<file path="config.mk">
export PLATFORM = sky130hd
export DESIGN_NAME = bbc_exec
export DESIGN_NICKNAME = d
export VERILOG_FILES = /design/src/include/bbc_pkg.sv /design/src/include/bbc_bit_if.sv /design/src/rtl/bbc_bit_unit.sv /design/src/rtl/bbc_exec.sv
export SDC_FILE = /design/constraint.sdc
export NUM_CORES = 1
export LEC_CHECK = 0
export BUFFER_PORTS_ARGS = -buffer_cell sky130_fd_sc_hd__buf_2
export CORE_MARGIN = 4
export CORE_UTILIZATION = 50
export CTS_CLUSTER_SIZE = 25
export DETAILED_ROUTE_END_ITERATION = 10
export HOLD_SLACK_MARGIN = 0.03
export PLACE_DENSITY = 0.79
export SYNTH_ARGS = -nofsm -noshare
export SYNTH_HDL_FRONTEND = slang
export SYNTH_SLANG_ARGS = --single-unit
</file>
<file path="constraint.sdc">
create_clock -name clk_i -period 2.8 [get_ports clk_i]
set_input_delay 0.56 -clock clk_i [delete_from_list [all_inputs] [get_ports clk_i]]
set_output_delay 0.56 -clock clk_i [all_outputs]
set_load 0.01 [all_outputs]
</file>
<file path="src/include/bbc_pkg.sv">
// Package of the bit, branch and call execution block: widths, field places, operation and state codes.
// Assumes the decoder ahead of the block has already sorted out which instruction of the group is presented.
package bbc_pkg;
    localparam int PC_W = 15;
    localparam int DATA_W = 8;
    localparam int FADDR_W = 7;
    localparam int BSEL_W = 3;
    localparam int LIT_W = 11;
    localparam int BRK_W = 9;
    localparam int CALLK_W = 11;
    localparam int LATCH_W = 8;
    localparam int LATCH_HI = 6;
    localparam int LATCH_LO = 3;
    localparam logic [PC_W-1:0] PC_ONE = 15'h0001;
    localparam logic [PC_W-1:0] PC_RST = 15'h0000;
    localparam logic [DATA_W-1:0] DATA_RST = 8'h00;
    localparam logic [FADDR_W-1:0] FADDR_RST = 7'h00;

    typedef enum logic [2:0] {
        BBC_OP_BIT_CLEAR = 3'h0,
        BBC_OP_BIT_SET = 3'h1,
        BBC_OP_LIT_BRANCH = 3'h2,
        BBC_OP_ACC_BRANCH = 3'h3,
        BBC_OP_SKIP_CLEAR = 3'h4,
        BBC_OP_SKIP_SET = 3'h5,
        BBC_OP_CALL = 3'h6,
        BBC_OP_OTHER = 3'h7
    } bbc_op_t;

    typedef enum logic [1:0] {
        BBC_ST_FIRST = 2'b01,
        BBC_ST_SECOND = 2'b10
    } bbc_state_t;
endpackage

</file>
<file path="src/include/bbc_bit_if.sv">
// Interface between the execution block and its bit unit.
// Assumes both ends sit on the same clock; the carried signals are combinational.
`timescale 1ns/1ps
interface bbc_bit_if;
    import bbc_pkg::*;
    logic [DATA_W-1:0] operand;
    logic [BSEL_W-1:0] bit_sel;
    logic set_bit;
    logic [DATA_W-1:0] result;
    logic tested;
    modport user (output operand, output bit_sel, output set_bit, input result, input tested);
    modport unit (input operand, input bit_sel, input set_bit, output result, output tested);
endinterface

</file>
<file path="src/rtl/bbc_bit_unit.sv">
// Bit unit: writes one selected bit of a data byte and reads that bit back out.
// Assumes its operand and bit number come through the interface from the execution block.
`timescale 1ns/1ps
module bbc_bit_unit (
    bbc_bit_if.unit bu
);
    import bbc_pkg::*;

    // One lane per bit; only the selected lane is rewritten.
    for (genvar i = 0; i < DATA_W; i++) begin : g_lane
        assign bu.result[i] = (bu.bit_sel == BSEL_W'(i)) ? bu.set_bit : bu.operand[i];
    end

    assign bu.tested = bu.operand[bu.bit_sel];
endmodule

</file>
<file path="src/rtl/bbc_exec.sv">
// Execution block for bit clear/set, bit test and skip, relative branches and the absolute call.
// Assumes the decoder presents one instruction with the addressed register's contents in the same cycle,
// and that the program counter, data memory and return stack act on the pulses the block drives out.
//
// How it works
// [RULE_01] Bit clear zeroes selected bit only.
// [RULE_02] Bit set raises selected bit only.
// [RULE_03] Literal branch: PC plus one plus signed nine-bit offset.
// [RULE_04] Accumulator branch adds unsigned accumulator, two cycles.
// [RULE_05] Skip-if-clear skips next when bit zero.
// [RULE_06] Skip-if-clear runs next when bit one.
// [RULE_07] Skip-if-set skips next when bit one.
// [RULE_08] Skip-if-set runs next when bit zero.
// [RULE_09] Call pushes PC plus one to stack.
// [RULE_10] Call loads eleven-bit target and latch bits.
// [RULE_11] Call takes two cycles.
// [RULE_12] No instruction here touches status flags.
// [RULE_13] Bit ops and unskipped tests take one cycle.
`timescale 1ns/1ps
module bbc_exec (
    input wire logic clk_i,
    input wire logic rst_i,
    input wire logic instr_valid_i,
    input wire bbc_pkg::bbc_op_t instr_op_i,
    input wire logic [bbc_pkg::FADDR_W-1:0] file_addr_i,
    input wire logic [bbc_pkg::BSEL_W-1:0] bit_sel_i,
    input wire logic [bbc_pkg::LIT_W-1:0] literal_i,
    input wire logic [bbc_pkg::DATA_W-1:0] file_data_i,
    input wire logic [bbc_pkg::DATA_W-1:0] accum_i,
    input wire logic [bbc_pkg::PC_W-1:0] pc_i,
    input wire logic [bbc_pkg::LATCH_W-1:0] upper_address_latch_i,
    output logic ready_o,
    output logic mem_we_o,
    output logic [bbc_pkg::FADDR_W-1:0] mem_addr_o,
    output logic [bbc_pkg::DATA_W-1:0] mem_wdata_o,
    output logic pc_load_o,
    output logic [bbc_pkg::PC_W-1:0] pc_new_o,
    output logic push_o,
    output logic [bbc_pkg::PC_W-1:0] stack_top_entry_o,
    output logic discard_o,
    output logic status_we_o
);
    import bbc_pkg::*;

    typedef struct packed {
        bbc_state_t st;
        logic mem_we;
        logic [FADDR_W-1:0] mem_addr;
        logic [DATA_W-1:0] mem_wdata;
        logic pc_load;
        logic [PC_W-1:0] pc_new;
        logic push;
        logic [PC_W-1:0] stack_top_entry;
        logic discard;
        logic status_we;
    } bbc_exec_state_t;

    // Reset image: idle and ready, every pulse low, every held value zero.
    localparam bbc_exec_state_t S_RST = '{
        st: BBC_ST_FIRST,
        mem_we: 1'b0,
        mem_addr: FADDR_RST,
        mem_wdata: DATA_RST,
        pc_load: 1'b0,
        pc_new: PC_RST,
        push: 1'b0,
        stack_top_entry: PC_RST,
        discard: 1'b0,
        status_we: 1'b0
    };

    bbc_exec_state_t s_q;
    bbc_exec_state_t s_d;
    bbc_bit_if bu ();
    logic take;
    logic [PC_W-1:0] pc_next;
    logic [PC_W-1:0] br_offset;

    // Decoded targets and the skip decision.
    logic [PC_W-1:0] acc_ext;
    logic [PC_W-1:0] lit_target;
    logic [PC_W-1:0] acc_target;
    logic [PC_W-1:0] call_target;
    logic skip_hit;

    bbc_bit_unit u_bit (
        .bu(bu.unit)
    );

    assign take = instr_valid_i && (s_q.st == BBC_ST_FIRST);

    assign pc_next = pc_i + PC_ONE;
    assign br_offset = {{(PC_W-BRK_W){literal_i[BRK_W-1]}}, literal_i[BRK_W-1:0]};
    assign bu.operand = file_data_i;
    assign bu.bit_sel = bit_sel_i;
    assign bu.set_bit = (instr_op_i == BBC_OP_BIT_SET);

    // Branch targets wrap at the counter width, as the counter itself does.
    assign acc_ext = PC_W'(accum_i);
    assign lit_target = pc_next + br_offset;
    assign acc_target = pc_next + acc_ext;
    // The call keeps the latch's four middle bits above the eleven-bit target.
    assign call_target = {upper_address_latch_i[LATCH_HI:LATCH_LO], literal_i[CALLK_W-1:0]};

    // A skip happens when the tested bit matches the skip sense of the test.
    assign skip_hit = (instr_op_i == BBC_OP_SKIP_SET) ? bu.tested : !bu.tested;

    always_comb begin
        s_d = s_q;
        // Pulses last one cycle unless an instruction raises them again.
        s_d.mem_we = 1'b0;
        s_d.pc_load = 1'b0;
        s_d.push = 1'b0;
        s_d.discard = 1'b0;

        // Status flags are never written by this group.
        s_d.status_we = 1'b0; // [RULE_12]
        s_d.st = BBC_ST_FIRST;
        // One-hot state: ready, or the refused second cycle.
        unique case (s_q.st)
            BBC_ST_FIRST: begin
                // Only the ready state takes a new instruction.
                if (take) begin
                    unique case (instr_op_i)
                        BBC_OP_BIT_CLEAR, BBC_OP_BIT_SET: begin
                            // Single-cycle write of the byte with one bit changed.
                            s_d.mem_we = 1'b1;
                            s_d.mem_addr = file_addr_i;
                            s_d.mem_wdata = bu.result; // [RULE_01] [RULE_02]
                            s_d.st = BBC_ST_FIRST; // [RULE_13]
                        end

                        BBC_OP_LIT_BRANCH: begin
                            // The offset is the sign-extended low nine literal bits.
                            s_d.pc_load = 1'b1;
                            s_d.pc_new = lit_target; // [RULE_03]
                            s_d.discard = 1'b1;
                            s_d.st = BBC_ST_SECOND; // [RULE_03]
                        end

                        BBC_OP_ACC_BRANCH: begin
                            // The accumulator counts as unsigned.
                            s_d.pc_load = 1'b1;
                            s_d.pc_new = acc_target; // [RULE_04]
                            s_d.discard = 1'b1;
                            s_d.st = BBC_ST_SECOND; // [RULE_04]
                        end

                        BBC_OP_SKIP_CLEAR: begin
                            if (skip_hit) begin
                                s_d.discard = 1'b1; // [RULE_05]
                                s_d.st = BBC_ST_SECOND; // [RULE_05]
                            end else begin
                                // A clear test on a set bit lets the next instruction run.
                                s_d.st = BBC_ST_FIRST; // [RULE_06]
                            end
                        end

                        BBC_OP_SKIP_SET: begin
                            if (skip_hit) begin
                                s_d.discard = 1'b1; // [RULE_07]
                                s_d.st = BBC_ST_SECOND; // [RULE_07]
                            end else begin
                                // A set test on a clear bit lets the next instruction run.
                                s_d.st = BBC_ST_FIRST; // [RULE_08]
                            end
                        end

                        BBC_OP_CALL: begin
                            // Return address push and new counter value load go out in the same cycle.
                            s_d.push = 1'b1;
                            s_d.stack_top_entry = pc_next; // [RULE_09]
                            s_d.pc_load = 1'b1;
                            s_d.pc_new = call_target; // [RULE_10]
                            s_d.discard = 1'b1;
                            s_d.st = BBC_ST_SECOND; // [RULE_11]
                        end

                        BBC_OP_OTHER: begin
                            // Instructions outside the group pass through untouched.
                            s_d.st = BBC_ST_FIRST;
                        end
                    endcase
                end
            end

            BBC_ST_SECOND: begin
                // The refused cycle: any request is ignored while the fetched slot drains.
                s_d.st = BBC_ST_FIRST;
            end

            default: begin
                // An illegal state code falls back to the ready state.
                s_d.st = BBC_ST_FIRST;
            end
        endcase
    end

    // An unskipped test leaves the pipeline alone, so the next instruction runs. [RULE_06] [RULE_08]
    always_ff @(posedge clk_i or posedge rst_i) begin
        if (rst_i) begin
            // Reset loads only constants.
            s_q <= S_RST;
        end else begin
            s_q <= s_d;
        end
    end


    // Every output but ready is read straight from a state register field.
    // Ready drops for the one refused cycle of a two-cycle instruction.
    assign ready_o = (s_q.st == BBC_ST_FIRST);
    assign mem_we_o = s_q.mem_we;
    assign mem_addr_o = s_q.mem_addr;
    assign mem_wdata_o = s_q.mem_wdata;
    assign pc_load_o = s_q.pc_load;
    assign pc_new_o = s_q.pc_new;
    assign push_o = s_q.push;
    assign stack_top_entry_o = s_q.stack_top_entry;
    assign discard_o = s_q.discard;
    assign status_we_o = s_q.status_we;
endmodule

</file>
==> results.yml <==
clock_tree:
  clockBufferDepth: 2
  cts.sinks: 51
  htreeDepth: 2
  clkSlewWorstSetupHoldPaths_ns: 0.09
  insertion_delay_ns: 0.31
  cts_tree: "yes"
  cts-root-buf: "clkbuf_8"
  cts_buffers: 5
  cts_hold_buffers: 0
sta:
  timing.fmax_mhz: 362
  rsz0062_at_grt: "yes"
  fin_crit_sh: 0.986
  holdWs_ns: 0.224
  period_minus_slack_ns: 2.76
  slew_violations: 0
  hold_viol: 0
  setup_slack_ns: 0.0395
  skew_ns: 0.00419
  setup_viol: 0
  fin_tns_setup_ns: 0
floorplan:
  core_sq_um: 6870
  dieArea_sq_um: 8560
  num_rows: 30
  start_util: 0.520
  die_w_um: 92.5
  pin_count: 117
  dieHeight_um: 92.5
critical_path:
  cp-start-kind: "primary input"
  worst_ep_arrival_time_ns: 2.95
  critPathCaptureType: "flop"
  r2r_slack_ns: 0.72
  cp.required_ns: 2.99
  path_max_fanout: 5
  crit_family: "simple AND/OR/NAND/NOR gates"
  cp.buffers_inverters: 1
  cp_slowest_cell: "a221o_1"
  path_common_cell: "nand3_1"
  max_stage_delay_ns: 0.31
  crit_type: "primary input to flop"
  rr_worst_depth: 5
  rr_endpoint: "stack_top_entry_o[11]"
  crit_chain: "buf_2 > and4_4 > nand3_1 > nor2_2 > nand3_1 > xnor2_2 > ha_1 > and2_4 > and2_1 > a221o_1 > a41oi_2 > xor2_1 > o211ai_1"
  r2r-start: "s_q[50]"
global_route:
  grt_pass1_vias: 3280
  track_usage: 0.217
  grt_max_degree: 35
  globalRoute.totalOverflow: 0
  antenna_found_initial: 0
  grt_pass1_wl_um: 15000
route:
  wl_um: 9300
  via_per_inst: 5.23
  drtIter0Drc: 117
  drc: 0
  num_vias: 3266
  wire_per_inst_um: 14.9
  drtPass1Iterations: 4
  ant_nets: 0
layout:
  multi_input_area_sq_um: 2020
  fin_cells: 625
  area_growth_pct: 28.9
  final_cell_mix: "buf_2 (111), nand2_1 (82), buf_4 (59), dfrtp_1 (50), a21oi_1 (16)"
  fin_util: 0.670
  drive_gt1_frac: 0.415
  num-fill-cells: 568
  design_area_sq_um: 4600
  final-seq-area_sq_um: 1280
  nNetsFinal: 611
  final_common_cell: "buf_2"
power_and_ir_drop:
  power_density_nw_per_um2: 564
  ir_worst_vdd_mv: 0.246
  pwr-share-comb: 0.377
  p_sw_frac: 0.329
  p_clk_frac: 0.233
  leakage_nw: 2.36
  finalPower_mw: 2.59
  p_int_mw: 1.74
  switching_power_mw: 0.854
  power_frac_seq: 0.390
synthesis:
  synth_cell_types: 49
  synth_area_sq_um: 3570
  synth_nets: 492
  synth_seq_cells: 51
  synth_cells: 408
  synth_edf_count: 0
  yosysSeqAreaShare: 0.358
  synth_area_leader_cell: "dfrtp_1"
  ys_warn_count: 0
  avgSynthCellArea_sq_um: 8.75
  ys_top_cells_by_area: "dfrtp_1 (35%), buf_4 (9.7%), nand2_1 (8.6%)"
  synth_ff_type: "dfrtp_1"
  async_flop_share: 1.00
  netlist.area_leader.share: 0.351
place:
  dpl.hpwl_um: 7340
  globalplace.congestion: 0.925
  dp_slack_ns: -0.295
  dpl-instance-area_sq_um: 4370
  placed_cells_incl_taps: 611
  port-buffer-count: 111
flow_run:
  drv_cap: 0
hold_path:
  hold_class: "primary input to asynchronous set/reset pin"
outcome:
  status: "finished clean"
## registers in the layout (all words and copies together) (netlist names)
name               count
mem_we_o               1
mem_wdata_o            8
push_o                 1
s_q                    2
discard_o              1
pc_load_o              1
stack_top_entry_o     15
mem_addr_o             7
pc_new_o              15
## power by group through the flow
stage | logic (mW) | registers [mW] | clock network, mW
6_report | 0.978 | 1.01 | 0.605
5_1_grt | 1.08 | 1.03 | 0.652
4_1_cts | 0.967 | 1.01 | 0.622
3_5_place_dp | 0.962 | 1.03 | 0
3_3_place_gp | 0.937 | 1.02 | 0
2_1_floorplan | 0.784 | 1.01 | 0
## cell usage after synthesis, types with 3 or more instances
| cell type | instances |
|---|---|
| nand2_1 | 82 |
| dfrtp_1 | 50 |
| buf_4 | 46 |
| a21oi_1 | 18 |
| ha_1 | 17 |
| nor2_1 | 16 |
| o21ai_0 | 15 |
| xnor2_1 | 15 |
| nand3_1 | 14 |
| clkbuf_1 | 10 |
| o21ai_1 | 10 |
| xor2_1 | 10 |
| mux2_2 | 9 |
| a21o_1 | 7 |
| nand4_1 | 7 |
| a22oi_1 | 6 |
| and2_1 | 6 |
| o211ai_1 | 6 |
| inv_1 | 5 |
| mux2_1 | 5 |
| a211oi_1 | 4 |
| and3_1 | 4 |
| nor2b_1 | 4 |
| nor3_1 | 4 |
| o31ai_1 | 4 |
| buf_2 | 3 |
| mux2i_1 | 3 |
| nand2b_1 | 3 |
## repair_timing
action,CTS,global route
gates resized for setup,0,13
setup endpoints to repair,0,6
buffers inserted,0,6
endpoints found under the hold margin,0,0
## layer usage
layer / vias to the layer above / track usage / wire length [um]
met5: - / 0 / 0
li1: 1615 / - / -
met2: 103 / 0.374 / 4610
met4: 0 / 0.0718 / 156
met1: 1538 / 0.270 / 4020
met3: 10 / 0.0455 / 521
## worst max path at each step
| stage | startpoint | to | slack (ns) | cells after the start |
|---|---|---|---|---|
| after global routing | pc_i[4] | pc_new_o[13] | -0.06 | 13 |
| final | pc_i[4] | pc_new_o[13] | 0.04 | 13 |
| after global placement | pc_i[2] | pc_new_o[13] | -0.21 | 12 |
| after floorplan | pc_i[2] | pc_new_o[13] | 0.0005 | 11 |
| after CTS | pc_i[4] | pc_new_o[13] | 0.02 | 12 |
| after detailed placement | pc_i[4] | pc_new_o[13] | -0.30 | 13 |
## layout make-up
| class | instances | share of cell area |
|---|---|---|
| clock inverters | 3 | 0.0147 |
| diodes | 1 | 0.000544 |
| flip-flops and latches | 51 | 0.278 |
| well taps | 96 | 0.0261 |
| inverters | 8 | 0.00653 |
| multi-input cells | 290 | 0.440 |
| clock buffers | 5 | 0.0150 |
| repair buffers | 171 | 0.219 |
## worst register-to-register path: cells and delay by family, from the launching register on
family / cells / cell delay, ns
buffers and inverters: 1 / 0.35
AND/OR/NAND/NOR: 3 / 0.73
multiplexers: 1 / 0.37
flip-flops: 1 / 0.52
## cell families after synthesis
family | synth area share
other cells | 0.00105
flops | 0.358
buf+inv | 0.120
xor+xnor | 0.0613
mux | 0.0652
simple gates | 0.183
fa+ha+maj | 0.0652
compound gates | 0.147
(Power assumes the default switching activity.)
